$ cat config.mk
export PLATFORM = sky130hd
export DESIGN_NAME = adc_acquisition_sequencer
export DESIGN_NICKNAME = d
export VERILOG_FILES = /design/src/adc_seq_pkg.sv /design/src/adc_acquisition_sequencer.sv
export SDC_FILE = /design/constraint.sdc
export NUM_CORES = 1
export LEC_CHECK = 0
export BUFFER_PORTS_ARGS = -buffer_cell sky130_fd_sc_hd__buf_2
export CORE_MARGIN = 3
export CORE_UTILIZATION = 35
export CTS_CLUSTER_DIAMETER = 100
export DETAILED_ROUTE_END_ITERATION = 10
export GPL_TIMING_DRIVEN = 0
export MAX_ROUTING_LAYER = met4
export PLACE_DENSITY = 0.6
export SKIP_LAST_GASP = 1
export SLEW_MARGIN = 0
export SYNTH_ARGS = -nofsm -noshare
export SYNTH_HDL_FRONTEND = slang
export SYNTH_SLANG_ARGS = --single-unit
$ cat constraint.sdc
create_clock -name mclk -period 4.5 [get_ports mclk]
set_input_delay 0.225 -clock mclk [delete_from_list [all_inputs] [get_ports mclk]]
set_output_delay 0.225 -clock mclk [all_outputs]
set_load 0.02 [all_outputs]
$ cat src/adc_seq_pkg.sv
package adc_seq_pkg;
    // Register indexes; byte address is four times the index
    localparam logic [7:0] IDX_CTRL = 8'h00;
    localparam logic [7:0] IDX_DIV = 8'h01;
    localparam logic [7:0] IDX_NCNT = 8'h02;
    localparam logic [7:0] IDX_MCNT = 8'h03;
    localparam logic [7:0] IDX_RANGE = 8'h04;
    localparam logic [7:0] IDX_DATA = 8'h05;
    localparam logic [7:0] IDX_TRIG = 8'h06;
    localparam logic [7:0] IDX_COUNT = 8'h07;
    localparam logic [7:0] IDX_STAT = 8'h08;
    // Control register fields
    localparam int CTRL_CLK_EXT = 3;
    localparam int CTRL_TFALL = 6;
    localparam int CTRL_START = 8;
    localparam int CTRL_STOP = 9;
    localparam int CTRL_LAST_LO = 12;
    // Status register fields
    localparam int STAT_EMPTY = 0;
    localparam int STAT_FULL = 1;
    localparam int STAT_BUSY = 2;
    localparam int STAT_OVR = 3;
    localparam int STAT_TRIG = 4;
    // Sample clock timing
    localparam int unsigned CLK_HZ = 10_000_000;
    localparam int unsigned MAX_RATE_HZ = 2_000_000;
    localparam logic [15:0] DIV_MIN = 16'(CLK_HZ / MAX_RATE_HZ);
    // Values after reset, then FIFO geometry
    localparam logic [15:0] DIV_RST = 16'h000A;
    localparam logic [15:0] NCNT_RST = 16'h0001;
    localparam logic [15:0] MCNT_RST = 16'h0002;
    localparam logic [3:0] RANGE_RST = 4'h1;
    localparam int FIFO_AW = 4;
    localparam int FIFO_DEPTH = 16;
    localparam logic [4:0] FIFO_FULL_XOR = 5'h10;

    typedef enum logic [2:0] {
        MODE_SINGLE = 3'h0, MODE_PACER = 3'h1, MODE_POST = 3'h2,
        MODE_DELAY = 3'h3, MODE_ABOUT = 3'h4, MODE_PRE = 3'h5
    } mode_t;
    typedef enum logic [1:0] {
        TRIG_SOFT = 2'h0, TRIG_EXT = 2'h1, TRIG_THRESH = 2'h2
    } trig_src_t;
    // Gray order along idle, wait, delay, run
    typedef enum logic [1:0] {
        ST_IDLE = 2'b00, ST_WAIT = 2'b01, ST_DELAY = 2'b11, ST_RUN = 2'b10
    } st_t;
    // Range entry: bit 3 bipolar, bits 2:0 gain code 0=x0.5 1=x1 2=x2 3=x4 4=x8
    localparam logic [2:0] GAIN_HALF = 3'h0;
    localparam logic [2:0] GAIN_ONE = 3'h1;
    localparam logic [2:0] GAIN_MAX = 3'h4;

    typedef struct packed {
        logic cyc;
        logic stb;
        logic we;
        logic [3:0] sel;
        logic [7:0] adr;
        logic [31:0] dat;
    } wb_req_t;
endpackage

$ cat src/adc_acquisition_sequencer.sv
// Summary of operation
// - Single mode: one trigger write converts once and stores the result at once.
// - Status register index 8 bit 0 shows the converter FIFO empty.
// - Pacer mode converts on every sample clock pulse while the clock runs.
// - Each converted sample is pushed into the on-board FIFO for the host; the code drops it when the FIFO is full and sets overrun.
// - Post-trigger: acquire from trigger until N samples or software stop.
// - Delay-trigger: storing starts M sample clocks after trigger, M is 2..65535.
// - Delay-trigger ends after N stored samples or software stop.
// - About-trigger samples from start and stops N-M samples after trigger.
// - Pre-trigger acquires from start and stops at the trigger event; the code also stops after N samples if no trigger comes first.
// - Internal sample clock is a 16-bit divider of the 10 MHz base.
// - Internal rate spans 152.6 S/s to 2 MS/s.
// - External clock selected: convert on each rising edge of that input.
// - Clock source choice applies to pacer, post, delay and about modes.
// - Trigger comes from software, external digital input or threshold comparator.
// - Trigger edge is selectable rising or falling.
// - Per-channel polarity and gain; gain 0.5 only when bipolar.
// - Writing the trigger flag at index 6 makes the software trigger edge.
//
// Design decisions made here: the Wishbone slave port and the address map.
module adc_acquisition_sequencer
    import adc_seq_pkg::*;
(
    input wire logic mclk,
    input wire logic nrst,
    input wire wb_req_t wb_req,
    output logic wb_ack_o,
    output logic [31:0] wb_dat_o,
    input wire logic ext_sample_clock_in,
    input wire logic ext_digital_trigger_in,
    input wire logic threshold_trigger_in,
    input wire logic [11:0] adc_data,
    output logic conv_start,
    output logic [3:0] cur_chan,
    output logic [3:0] cur_range
);
    typedef struct packed {
        st_t st;
        mode_t mode;
        logic clk_ext;
        trig_src_t tsrc;
        logic tfall;
        logic [3:0] last_chan;
        logic [15:0] div;
        logic [15:0] div_cnt;
        logic itick;
        logic [15:0] n_cnt;
        logic [15:0] m_cnt;
        logic [15:0] smp_cnt;
        logic [15:0] dly_cnt;
        logic [15:0] post_cnt;
        logic trig_seen;
        logic overrun;
        logic soft_trigger_flag;
        logic trig_prev;
        logic [2:0] eclk_s;
        logic [2:0] etrg_s;
        logic [2:0] thr_s;
        logic [15:0][3:0] range;
        logic [3:0] chan;
        logic [3:0] crange;
        logic [FIFO_DEPTH-1:0][11:0] mem;
        logic [FIFO_AW:0] wp;
        logic [FIFO_AW:0] rp;
        logic ack;
        logic [31:0] rdat;
        logic conv;
    } state_t;

    state_t q, d;
    logic take, wr, rd, halt, fifo_empty, fifo_full, tick, trig_lvl, trig_ev, store;
    logic [7:0] idx;
    logic [3:0] rng;

    // Bus request taken only while no answer is pending
    assign take = wb_req.cyc && wb_req.stb && !q.ack;
    assign wr = take && wb_req.we;
    assign rd = take && !wb_req.we;
    assign halt = wr && idx == IDX_CTRL && wb_req.dat[CTRL_STOP];
    assign idx = {2'b00, wb_req.adr[7:2]};
    assign fifo_empty = (q.wp == q.rp);
    assign fifo_full = ((q.wp ^ q.rp) == FIFO_FULL_XOR);

    always_comb begin
        d = q;
        d.ack = take;
        d.conv = 1'b0;
        d.itick = 1'b0;
        store = 1'b0;
        rng = 4'h0;
        // Two-stage synchronisers; stage 0 feeds only stage 1
        d.eclk_s = {q.eclk_s[1:0], ext_sample_clock_in};
        d.etrg_s = {q.etrg_s[1:0], ext_digital_trigger_in};
        d.thr_s = {q.thr_s[1:0], threshold_trigger_in};
        // Divider reloads at terminal count; its pulse is the counter output edge
        if (q.div_cnt <= 16'h0001) begin
            d.div_cnt = q.div;
            d.itick = 1'b1;
        end else begin
            d.div_cnt = q.div_cnt - 16'h0001;
        end
        // Clock source pick applies to every clocked mode
        tick = q.clk_ext ? (q.eclk_s[1] && !q.eclk_s[2]) : q.itick;
        // Trigger source mux and edge detector
        case (q.tsrc)
            TRIG_EXT: trig_lvl = q.etrg_s[1];
            TRIG_THRESH: trig_lvl = q.thr_s[1];
            default: trig_lvl = q.soft_trigger_flag;
        endcase
        d.trig_prev = trig_lvl;
        trig_ev = q.tfall ? (q.trig_prev && !trig_lvl) : (!q.trig_prev && trig_lvl);
        // Acquisition sequencer
        case (q.st)
            ST_WAIT: begin
                if (trig_ev) begin
                    d.trig_seen = 1'b1;
                    d.dly_cnt = 16'h0000;
                    d.st = (q.mode == MODE_DELAY) ? ST_DELAY : ST_RUN;
                end
            end
            ST_DELAY: begin
                // Ticks are counted but nothing is stored until M have passed
                if (tick) begin
                    d.dly_cnt = q.dly_cnt + 16'h0001;
                    if (d.dly_cnt >= q.m_cnt) begin
                        d.st = ST_RUN;
                    end
                end
            end
            ST_RUN: begin
                store = tick && !halt;
                if (store) begin
                    d.smp_cnt = q.smp_cnt + 16'h0001;
                end
                if (store && q.trig_seen) begin
                    d.post_cnt = q.post_cnt + 16'h0001;
                end
                if (trig_ev && !q.trig_seen &&
                    (q.mode == MODE_ABOUT || q.mode == MODE_PRE)) begin
                    d.trig_seen = 1'b1;
                end
                case (q.mode)
                    MODE_POST, MODE_DELAY: begin
                        if (d.smp_cnt >= q.n_cnt) begin
                            d.st = ST_IDLE;
                        end
                    end
                    MODE_ABOUT: begin
                        if (q.trig_seen && d.post_cnt >= (q.n_cnt - q.m_cnt)) begin
                            d.st = ST_IDLE;
                        end
                    end
                    MODE_PRE: begin
                        if (d.trig_seen || d.smp_cnt >= q.n_cnt) begin
                            d.st = ST_IDLE;
                        end
                    end
                    default: ;
                endcase
            end
            default: ;
        endcase
        // Single mode converts straight from the trigger write
        if (wr && idx == IDX_TRIG && q.mode == MODE_SINGLE && q.st == ST_IDLE) begin
            store = 1'b1;
        end
        // Every conversion lands in the FIFO; a full FIFO drops it and flags overrun
        if (store) begin
            d.conv = 1'b1;
            d.chan = (q.chan >= q.last_chan) ? 4'h0 : q.chan + 4'h1;
            if (!fifo_full) begin
                d.mem[q.wp[FIFO_AW-1:0]] = adc_data;
                d.wp = q.wp + 5'h01;
            end
        end
        d.crange = q.range[d.chan];
        // Register reads; a data read pops the FIFO
        d.rdat = 32'h0000_0000;
        if (rd) begin
            if (idx == IDX_CTRL) begin
                d.rdat = {16'h0000, q.last_chan, 5'h00, q.tfall, q.tsrc, q.clk_ext, q.mode};
            end else if (idx == IDX_DIV) begin
                d.rdat = {16'h0000, q.div};
            end else if (idx == IDX_NCNT) begin
                d.rdat = {16'h0000, q.n_cnt};
            end else if (idx == IDX_MCNT) begin
                d.rdat = {16'h0000, q.m_cnt};
            end else if (idx == IDX_DATA) begin
                d.rdat = {20'h0_0000, q.mem[q.rp[FIFO_AW-1:0]]};
                if (!fifo_empty) begin
                    d.rp = q.rp + 5'h01;
                end
            end else if (idx == IDX_TRIG) begin
                d.rdat = {31'h0000_0000, q.soft_trigger_flag};
            end else if (idx == IDX_COUNT) begin
                d.rdat = {16'h0000, q.smp_cnt};
            end else if (idx == IDX_STAT) begin
                d.rdat = {27'h000_0000, q.trig_seen, q.overrun, q.st != ST_IDLE,
                          fifo_full, fifo_empty};
                d.overrun = 1'b0;
            end
        end
        // Register writes; start and stop override the sequencer
        if (wr) begin
            if (idx == IDX_CTRL) begin
                d.mode = mode_t'(wb_req.dat[2:0]);
                d.clk_ext = wb_req.dat[CTRL_CLK_EXT];
                d.tsrc = trig_src_t'(wb_req.dat[5:4]);
                d.tfall = wb_req.dat[CTRL_TFALL];
                d.last_chan = wb_req.dat[CTRL_LAST_LO +: 4];
                if (wb_req.dat[CTRL_STOP]) begin
                    d.st = ST_IDLE;
                end else if (wb_req.dat[CTRL_START]) begin
                    d.smp_cnt = 16'h0000;
                    d.post_cnt = 16'h0000;
                    d.dly_cnt = 16'h0000;
                    d.trig_seen = 1'b0;
                    d.chan = 4'h0;
                    d.div_cnt = q.div;
                    case (mode_t'(wb_req.dat[2:0]))
                        MODE_PACER, MODE_ABOUT, MODE_PRE: d.st = ST_RUN;
                        MODE_POST, MODE_DELAY: d.st = ST_WAIT;
                        default: d.st = ST_IDLE;
                    endcase
                end
            end else if (idx == IDX_DIV) begin
                // Divisor below the top rate is clamped to the 2 MS/s setting
                d.div = (wb_req.dat[15:0] < DIV_MIN) ? DIV_MIN : wb_req.dat[15:0];
            end else if (idx == IDX_NCNT) begin
                d.n_cnt = wb_req.dat[15:0];
            end else if (idx == IDX_MCNT) begin
                d.m_cnt = wb_req.dat[15:0];
            end else if (idx == IDX_RANGE) begin
                // Unipolar cannot take gain 0.5, fall back to unity
                rng = wb_req.dat[3:0];
                if (rng[2:0] > GAIN_MAX) begin
                    rng[2:0] = GAIN_MAX;
                end
                if (!rng[3] && rng[2:0] == GAIN_HALF) begin
                    rng[2:0] = GAIN_ONE;
                end
                d.range[wb_req.dat[19:16]] = rng;
            end else if (idx == IDX_TRIG) begin
                d.soft_trigger_flag = wb_req.dat[0];
            end
        end
        // Overrun set beats a same-cycle status read clear
        if (store && fifo_full) begin
            d.overrun = 1'b1;
        end
    end

    // Whole block state
    always_ff @(posedge mclk or negedge nrst) begin
        if (!nrst) begin
            q <= '0;
            q.st <= ST_IDLE;
            q.div <= DIV_RST;
            q.n_cnt <= NCNT_RST;
            q.m_cnt <= MCNT_RST;
            q.range <= {16{RANGE_RST}};
            q.crange <= RANGE_RST;
        end else begin
            q <= d;
        end
    end

    assign wb_ack_o = q.ack;
    assign wb_dat_o = q.rdat;
    assign conv_start = q.conv;
    assign cur_chan = q.chan;
    assign cur_range = q.crange;
endmodule

==> results of run 1 <==
## logic make-up after synthesis
logic type | count (synthesis) | synth area share (%)
AND/OR/NAND/NOR | 509 | 10.4
buffers and inverters | 208 | 4.26
flip-flops | 429 | 47.9
XOR/XNOR | 109 | 4.25
adder cells (fa/ha/maj) | 87 | 4.88
multiplexers | 330 | 20.5
AO/OA/AOI/OAI | 293 | 7.75
other | 1 | 0.0167
## flip-flops by register name (all words and copies together) (netlist names)
signal	cells
conv_start	1
q	397
cur_chan	4
wb_ack_o	1
cur_range	4
d	6
wb_dat_o	16
## placed cells by master (no fill, tap or decap), types with 7 or more instances in the layout
master / instances
nor2_1: 121
buf_4: 46
a21o_1: 12
mux4_2: 80
o21ai_0: 118
nor4_1: 9
inv_1: 61
conb_1: 16
nor3_1: 28
clkbuf_8: 11
clkbuf_16: 47
xnor2_1: 48
buf_2: 77
nand2_1: 188
nand3b_1: 9
a22oi_1: 14
ha_1: 86
dfstp_2: 21
dlygate4sd3_1: 29
clkbuf_1: 93
nor2b_1: 11
nand3_1: 47
dfrtp_1: 408
mux2_2: 239
and3_1: 24
xor2_1: 61
nand4_1: 18
a31oi_1: 9
nand2b_1: 11
mux2i_1: 7
or3_1: 12
and2_1: 9
clkinv_2: 9
a21oi_1: 74
a221oi_1: 7
o22ai_1: 11
buf_1: 13
## per-stage QoR
step           hold WS (ns)  cells  area, µm²  power (mW)  setup slack [ns]
3_5_place_dp          0.283   2899      24000        5.29            -0.984
5_1_grt              0.0780   3017      25900        9.42          -0.00373
6_report             0.0861   3017      25900        9.02             0.185
2_1_floorplan       -0.0706   1981      22500        4.90             0.781
4_1_cts              0.0524   3014      25800        9.09           0.00570
3_3_place_gp          0.334   2896      23900        5.24             -5.11
## repair_timing
action	4_1_cts	5_1_grt
hold buffers	29	0
endpoints found under the hold margin	192	0
setup buffers	1	3
endpoints found under the setup margin	2	2
gates resized for setup	9	11
pin swaps	1	4
## layout make-up
type                    instances  area share (%)
multi-input cells            1344            42.1
well taps                     846            4.08
clock buffers                  71            5.31
flip-flops and latches        429            41.5
plain buffers                 145            2.78
clock inverters                14           0.377
repair buffers                105            2.93
inverters                      63           0.927
## layer usage
layer,vias to the layer above,wire length (µm)
met5,-,0
met4,0,1700
met3,97,3210
met2,392,29900
met1,8222,28900
li1,7291,-
## cell usage after synthesis, types with 4 or more instances
cell type	n	area, µm²
xnor2_1	48	420
nand3_1	47	235
mux2_2	239	2690
buf_2	9	45.0
and2_1	9	56.3
nand2_1	188	706
nor2_1	124	465
ha_1	86	1080
nand3b_1	9	67.6
or3_1	12	75.1
nor3_1	29	145
nor4_1	9	56.3
nor2b_1	11	68.8
nand2b_1	11	68.8
buf_1	13	48.8
a22oi_1	14	105
nand4_1	18	113
buf_4	42	315
or2_2	4	25.0
dfrtp_1	408	10200
o21a_1	4	30.0
a21oi_1	77	385
or4_1	6	45.0
inv_1	62	233
a221oi_1	7	61.3
o21ai_0	120	601
a31oi_1	9	56.3
and3_1	24	150
a211oi_1	5	37.5
mux4_2	80	1800
xor2_1	61	534
clkbuf_1	80	300
o22ai_1	11	68.8
a21o_1	12	90.1
mux2i_1	7	70.1
dfstp_2	21	552
## worst max path at each step
stage                   to  slack, ns
floorplan           q[445]       0.78
global placement    q[222]      -5.11
detailed placement  q[445]      -0.98
CTS                 q[445]      0.006
global route        q[445]     -0.004
finish              q[445]       0.19
## tightest hold or removal path: stages
cell      delay (ns)
buf_2           0.17
nand3b_1        0.18
o21ai_0         0.07
## power by group through the flow
stage	Sequential [mW]	Clock (mW)	Combinational (mW)
4_1_cts	4.06	3.84	1.19
6_report	4.07	3.75	1.20
2_1_floorplan	4.10	0	0.796
5_1_grt	4.08	3.99	1.35
3_3_place_gp	4.13	0	1.11
3_5_place_dp	4.13	0	1.15
==> metrics, run 1 <==
Final Hold Fails 0; Synth cell types 67; clock sinks 429; Seq/Total Area, Yosys a little under half; EDFF count, synth 0; Max Fclk 0.232 GHz; layout cell share with drive strength beyond 1 26.1%; Worst Max-Slew Pin Slew 1.37 ns; DRT Wirelength 63700 µm; max-cap viol count 0; Crit path required time 4.98 ns; CP Launch Type register; Storage cell area 0.0108 mm²; Syn Std Cell Area 0.0225 mm²; NetSw 2.46 mW; Site Rows slightly above 90; synth warn 0; Max clock buf depth 3; initial antenna violation count 0; Port Buf Inserts just under 70; clk root buf clkbuf_16; CP delay by family, top compound AO/OA/AOI/OAI gates; switch share between 20% and 30%; Critical Path End Type register; CTS Buf Count between 40 and 50; Lkg Pwr 12.1 nW; skew final 0.0236 ns; via count between 15000 and 20000; worst r2r src q[370]; fin. max-slew vios 0; crit path time final 4.31 ns; fillcell total about 6000; hold depth 3; core region area 0.0633 mm²; Sequential Power Share a little under half; Post-route DRC 0; remaining global-route overflow 0; die width 259 µm; clk slew on worst S/H paths 0.06 ns; Vias/cell 5.30; Critical Path Max Stage Delay 0.56 ns; CP arrival 4.80 ns; r2r setup slk 0.19 ns; Pint 6.57 mW; critical-path cell list clkinvlp_4 -> ha_1 -> nor2b_1 -> o31ai_4 -> a21oi_2 -> a311oi_2 -> nor2_2 -> a211o_1 -> a21oi_1 -> xnor2_1 -> ha_1 -> o21ai_0 -> a21o_1 -> nor2_4 -> o21ai_1 -> a21oi_2 -> o221ai_2 -> a211oi_2 -> o21ai_0; Die Y 259 µm; fin util around 41%; dpl hpwl 46200 µm; Hold Path End q[445]; Final period util a little over nine tenths; status finished clean; met3 usage 2.87%; Gate power share between 10% and 20%; worst r2r dst q[445]; Initial Util 35.5%; Hold Path Origin wb_req[2]; Critical path origin q[370]; setup TNS 0 ns; Power Density 348 mW/mm²; final setup vio count 0; Area Overhead vs Synth 15.3%; drt wl/cell 21.1 µm; Crit-path slowest cell dfstp_2; largest net degree at the start of global routing 123; H-tree depth 2; CTS tree built; Synth Register Bits 429; Bufs and invs on worst path 1; global routing's busiest layer met2; met2 GRT Util just over 30%; die area roughly 0.067 mm²; Worst Path Max Fanout 4; met1 GRT Util around a quarter; vias in the first global route 16353; VDD IR-drop max 267 µV; GRT Overall Usage about 20%; Avg Synthesized Cell Area 11.4 µm²; area of the multi-input gates 0.0109 mm²; Worst Hold Class primary input to register; number of DRC markers in iteration 0 1089; antenna diode count 0; Worst-Skew Late Latency approximately 0.6 ns; Synth Instances 1966; share of total power in the clock network 41.6%; Crit Path Class register to register; Routed Antenna Nets 0; final net count ~2300; Ports 106; RePlAce Congestion 0.949; Rel. slew slack 7.56%; first-pass GRT wire length roughly 99000 µm; fraction of registers with async set/reset 100%; Crit. path cell count 19; FF-to-FF path depth 19; drt pass-1 iters 5; Post-synth top flop dfrtp_1
(Power assumes the default switching activity.)
==> run 2: changes to the inputs <==
--- a/config.mk
+++ b/config.mk
@@ -5,14 +5,14 @@
 export SDC_FILE = /design/constraint.sdc
 export NUM_CORES = 1
 export LEC_CHECK = 0
-export BUFFER_PORTS_ARGS = -buffer_cell sky130_fd_sc_hd__buf_2
 export CORE_MARGIN = 3
 export CORE_UTILIZATION = 35
 export CTS_CLUSTER_DIAMETER = 100
 export DETAILED_ROUTE_END_ITERATION = 10
+export DONT_BUFFER_PORTS = 1
 export GPL_TIMING_DRIVEN = 0
 export MAX_ROUTING_LAYER = met4
-export PLACE_DENSITY = 0.6
+export PLACE_DENSITY = 0.59
 export SKIP_LAST_GASP = 1
 export SLEW_MARGIN = 0
 export SYNTH_ARGS = -nofsm -noshare
==> metrics, run 2 (same netlist as run 1, synthesis figures left out) <==
number of DRC markers in iteration 0 1447 (+33%); largest net degree at the start of global routing 430 (+250%); final setup vio count 0 (unchanged); GRT Overall Usage 20.1% (+0.47 points); fin. max-slew vios 272 (+272); crit path time final 4.30 ns (-0.0165 ns); Final Hold Fails 408 (+408); Max Fclk 0.233 GHz (+0.38%); VDD IR-drop max 262 µV (-1.6%); Worst-Skew Late Latency 0.60 ns (about the same); initial antenna violation count 3 (+3); Vias/cell 5.37 (+1.2%); worst r2r dst q[446]; H-tree depth 2 (unchanged); Worst Path Max Fanout 4 (unchanged); max-cap viol count 0 (unchanged); clock sinks 429 (unchanged); die area 0.0673 mm² (unchanged); first-pass GRT wire length 101000 µm (+1.7%); Final Worst Setup Slack 0.202 ns (+0.0165 ns); Sequential Power Share 44.9% (-0.2 points); switch share 26.0% (-1.2 points); Power Density 354 mW/mm² (+1.6%); Site Rows 92 (unchanged); core region area 0.0633 mm² (unchanged); final net count 2225 (-2.6%); Largest register FFs 397 (unchanged); Post-route DRC 0 (unchanged); CTS Buf Count 48 (+4.3%); skew final 0.0163 ns (-0.00731 ns); Area Overhead vs Synth 14.2%; DRT Wirelength 65200 µm (+2.3%); most common cell after layout, fill and taps aside dfrtp_1; worst r2r src q[370]; vias in the first global route 16157 (-1.2%); Worst Hold Class primary input to async pin; Initial Util 35.5% (unchanged); Routed Antenna Nets 0 (unchanged); Worst Max-Slew Pin Slew 2.21 ns (+0.834 ns); Max clock buf depth 3 (unchanged); largest reg by FF count q; most frequent cells in the layout dfrtp_1 (407), mux2_2 (239), nand2_1 (188); Ports 106 (unchanged); failing checks hold timing, slew limit; r2r setup slk 0.20 ns (+0.02 ns); Gate power share 12.0% (-1.3 points); RePlAce Congestion 0.908 (-4.3%); Pint 6.72 mW (+2.3%); Port Buf Inserts 0 (-100%); Crit path required time 4.96 ns (-0.02 ns); CP Launch Type register; status complete, but fails checks; clk root buf clkbuf_16; Critical path origin q[370]; layout cell share with drive strength beyond 1 23.4% (-2.7 points); Lkg Pwr 11.8 nW (-2.2%); Rel. slew slack -47.2% (-55 points); Critical Path End Type register; Crit Path Class register to register; drt wl/cell 22.0 µm (+4.2%); share of total power in the clock network 43.1% (+1.5 points); die width 259 µm (unchanged); Die Y 259 µm (unchanged); NetSw 2.36 mW (-4.0%); hold-fix buffers at CTS 39 (+34%); dpl hpwl 45300 µm (-2.1%); via count 15902 (-0.62%); fillcell total 6047 (+0.50%); clk slew on worst S/H paths 0.06 ns (about the same); remaining global-route overflow 0 (unchanged); CP arrival 4.76 ns (-0.04 ns); pre-CTS setup slack -0.827 ns (+0.157 ns); Final period util 95.5% (-0.37 points); CTS tree built; Hold Slack -0.648 ns (-0.734 ns); FF-to-FF path depth 19 (unchanged); drt pass-1 iters 5 (unchanged)
==> run 2: changes by cell type in the layout (fill, tap and decap cells not counted), moves of 2 or more <==
cell / previous run / this run
buf_16: 3 / 0
buf_2: 77 / 9
clkbuf_1: 93 / 96
clkbuf_16: 47 / 50
diode_2: 0 / 3
dlygate4sd3_1: 29 / 39
nor2_1: 121 / 123
==> run 2: through the flow <==
| stage | cell area [µm²] | std cells | setup TNS (ns) | total power, mW | util, % |
|---|---|---|---|---|---|
| floorplan | 22500 | 1981 | 0 | 4.90 | - |
| global placement | 23600 | 2827 | -1.40 | 5.11 | 37.3 |
| detailed placement | 23600 | 2827 | -1.49 | 5.14 | 37.3 |
| CTS | 25600 | 2957 | -0.00690 | 9.14 | 40.4 |
| global route | 25700 | 2962 | -0.00633 | 9.48 | 40.5 |
| finish | 25700 | 2963 | 0 | 9.08 | 40.5 |
==> run 2: final cells by class <==
cell class                      instances  area (µm²)  share of cell area (%)
Tap cell                              846        1060                    4.12
Clock buffer                           77        1460                    5.70
Sequential cell                       429       10800                    41.9
Multi-Input combinational cell       1344       10900                    42.4
Timing Repair Buffer                   43         420                    1.64
Antenna cell                            3        7.51                  0.0292
Buffer                                145         721                    2.81
Clock inverter                         13         108                   0.419
Inverter                               63         240                   0.936
==> run 2: critical path, cell delays in order (launching register included) <==
cell	delay, ns
dfstp_2	0.56
clkinvlp_4	0.15
ha_1	0.31
nor2b_1	0.16
o31ai_4	0.28
a21oi_2	0.13
a311oi_2	0.36
nor2_2	0.10
a211o_1	0.26
a21oi_1	0.17
xnor2_1	0.09
ha_1	0.28
o21ai_0	0.08
a21o_1	0.25
nor2_1	0.14
o21ai_0	0.12
a21oi_2	0.23
o221ai_2	0.16
a21oi_1	0.20
o21ai_0	0.11
==> run 2: what timing repair did <==
action / in CTS / in global routing
resized for setup: 7 / 9
endpoints found under the hold margin: 582 / 429
setup endpoints to repair: 2 / 2
pin swaps: 0 / 4
setup buffers: 1 / 3
==> run 2: layer usage <==
layer	GRT usage (%)	part of all wire [%]	vias up
li1	-	-	7200
met2	31.4	47	431
met3	2.82	5.2	104
met5	-	0	-
met1	27.3	45	8167
met4	6.24	3.0	0
==> run 2: power by group through the flow <==
stage | sequential (mW) | combinational [mW] | clock, mW
finish | 4.07 | 1.09 | 3.91
global route | 4.08 | 1.23 | 4.16
CTS | 4.07 | 1.07 | 4.00
detailed placement | 4.14 | 1.00 | 0
global placement | 4.13 | 0.982 | 0
floorplan | 4.10 | 0.796 | 0
==> run 2: worst max-delay path by stage <==
stage	endpoint	slack, ns	cells after the start
after detailed placement	q[445]	-0.83	14
final	q[446]	0.20	19
after floorplan	q[445]	0.78	19
after global routing	q[445]	-0.006	19
after CTS	q[445]	-0.007	19
after global placement	q[445]	-0.78	14
==> run 3: changes to the inputs <==
--- a/config.mk
+++ b/config.mk
@@ -12,7 +12,6 @@
 export DONT_BUFFER_PORTS = 1
 export GPL_TIMING_DRIVEN = 0
 export MAX_ROUTING_LAYER = met4
-export PLACE_DENSITY = 0.59
 export SKIP_LAST_GASP = 1
 export SLEW_MARGIN = 0
 export SYNTH_ARGS = -nofsm -noshare
==> metrics, run 3 (same netlist as run 1, synthesis figures left out) <==
CP most frequent cell a21o_1; fillcell total 6064 (+0.28%); Lkg Pwr 11.8 nW (-0.28%); CP arrival 4.87 ns (+0.11 ns); share of total power in the clock network 42.6% (-0.5 points); core region area 0.0633 mm² (unchanged); die width 259 µm (unchanged); H-tree depth 2 (unchanged); hold-fix buffers at CTS 38 (-2.6%); total power 9.02 mW (-0.67%); Critical Path Max Stage Delay 0.61 ns (+0.05 ns); clk slew on worst S/H paths 0.06 ns (about the same); switch share 25.9% (-0.10 points); first-pass GRT wire length 99400 µm (-1.3%); die area 0.0673 mm² (unchanged); Area Overhead vs Synth 13.8%; Final Hold Fails 411 (+0.74%); setup TNS 0 ns (unchanged); Crit path required time 5.01 ns (+0.05 ns); CTS Buf Count 46 (-4.2%); placed instance count 2827 (unchanged); Die Y 259 µm (unchanged); clock sinks 429 (unchanged); vias in the first global route 16146 (-0.068%); Port Buf Inserts 0 (unchanged); skew final 0.0234 ns (+0.00710 ns); final instance area 0.0256 mm² (-0.32%); initial antenna violation count 1 (-2); DRT Wirelength 64900 µm (-0.48%); remaining global-route overflow 0 (unchanged); Routed Antenna Nets 0 (unchanged); Critical Path End Type register; Ports 106 (unchanged); Initial Util 35.5% (unchanged); most common cell after layout, fill and taps aside dfrtp_1; Crit-path slowest cell or4_4; GRT Overall Usage 19.9% (-0.26 points); crit path time final 4.37 ns (+0.0667 ns); Sequential Power Share 45.2% (+0.3 points); NetSw 2.33 mW (-1.1%); Hold Slack -0.654 ns (-0.00622 ns); most frequent cells in the layout dfrtp_1 (408), mux2_2 (239), nand2_1 (188); Worst Path Max Fanout 5 (+1); failing checks hold timing, slew limit; layout cell share with drive strength beyond 1 23.3% (-0.14 points); Vias/cell 5.38 (+0.18%); Rel. slew slack -28.3% (+19 points); Max clock buf depth 3 (unchanged); drt wl/cell 22.0 µm (-0.11%); Worst-Skew Late Latency 0.59 ns (about the same); max-cap viol count 0 (unchanged); Largest register FFs 397 (unchanged); dpl cell area 0.0236 mm² (unchanged); Gate power share 12.2% (+0.2 points); number of DRC markers in iteration 0 1378 (-4.8%); CP Launch Type register; VDD IR-drop max 276 µV (+5.4%); Worst Hold Class primary input to async pin; non-filler instance count after layout 2952 (-0.37%); Max Fclk 0.229 GHz (-1.5%); largest net degree at the start of global routing 430 (unchanged); RePlAce Congestion 0.932 (+2.6%); Site Rows 92 (unchanged); dpl hpwl 45400 µm (+0.24%); pre-CTS setup slack -0.809 ns (+0.0183 ns); final net count 2222 (-0.13%); final setup vio count 0 (unchanged); Pint 6.68 mW (-0.53%); fin. max-slew vios 237 (-13%); CP delay by family, top simple AND/OR/NAND/NOR gates; via count 15871 (-0.19%); critical-path cell list nand4b_1 -> or4_4 -> nor4b_2 -> and3_1 -> clkbuf_1 -> nand3_1 -> nor2_1 -> nand2_1 -> xnor2_1 -> ha_1 -> a21o_1 -> a21o_1 -> a211oi_1 -> a21oi_1 -> o221ai_2 -> a21oi_2 -> o21ai_0; Worst Max-Slew Pin Slew 1.92 ns (-0.283 ns); Post-route DRC 0 (unchanged); status complete, but fails checks; clk root buf clkbuf_16; Power Density 352 mW/mm² (-0.35%); CTS tree built; Final Worst Setup Slack 0.135 ns (-0.0667 ns); Crit Path Class register to register; fin util 40.4% (-0.13 points); largest reg by FF count q; drt pass-1 iters 6 (+1); Bufs and invs on worst path 1 (unchanged); Final period util 97.0% (+1.5 points)
run 3: path summary, 6_finish.rpt:
check | slack, ns | startpoint | end | cells after the start
max in group asynchronous | 3.62 | nrst | q[180] | 0
min in group mclk | 0.03 | wb_req[2] | q[305] | 2
hold / removal | -0.65 | nrst | q[333] | 0
setup / recovery | 0.13 | wb_ack_o | q[446] | 17
setup reg to reg | 0.13 | wb_ack_o | q[446] | 17
hold reg to reg | 0.39 | d[316] | q[316] | 0
run 3: repair_timing:
action	4_1_cts	5_1_grt
setup buffers	1	3
resized for setup	7	7
pin swaps	0	3
endpoints found under the hold margin	582	429
endpoints found under the setup margin	2	2
run 3: power groups by stage:
| stage | sequential (mW) | combinational [mW] | clock (mW) |
|---|---|---|---|
| 4_1_cts | 4.07 | 1.08 | 3.94 |
| 6_report | 4.07 | 1.10 | 3.84 |
| 3_5_place_dp | 4.14 | 1.01 | 0 |
| 3_3_place_gp | 4.13 | 0.984 | 0 |
| 2_1_floorplan | 4.10 | 0.796 | 0 |
| 5_1_grt | 4.08 | 1.23 | 4.10 |
run 3: routing by layer:
layer  wire [µm]  global-route usage [%]  vias to the layer above
met2       30400                    31.2                      482
met3        3890                    3.05                      123
met5           0                       -                        -
met1       28500                    26.6                     8103
li1            -                       -                     7163
met4        2160                    6.03                        0
run 3: layout make-up:
type                            count  area (µm²)  area share [%]
Clock inverter                     14         168           0.655
Timing Repair Buffer               42         410            1.60
Multi-Input combinational cell   1344       10900            42.5
Sequential cell                   429       10800            42.1
Buffer                            145         721            2.82
Clock buffer                       68        1350            5.26
Tap cell                          846        1060            4.14
Inverter                           63         240           0.939
Antenna cell                        1        2.50         0.00978
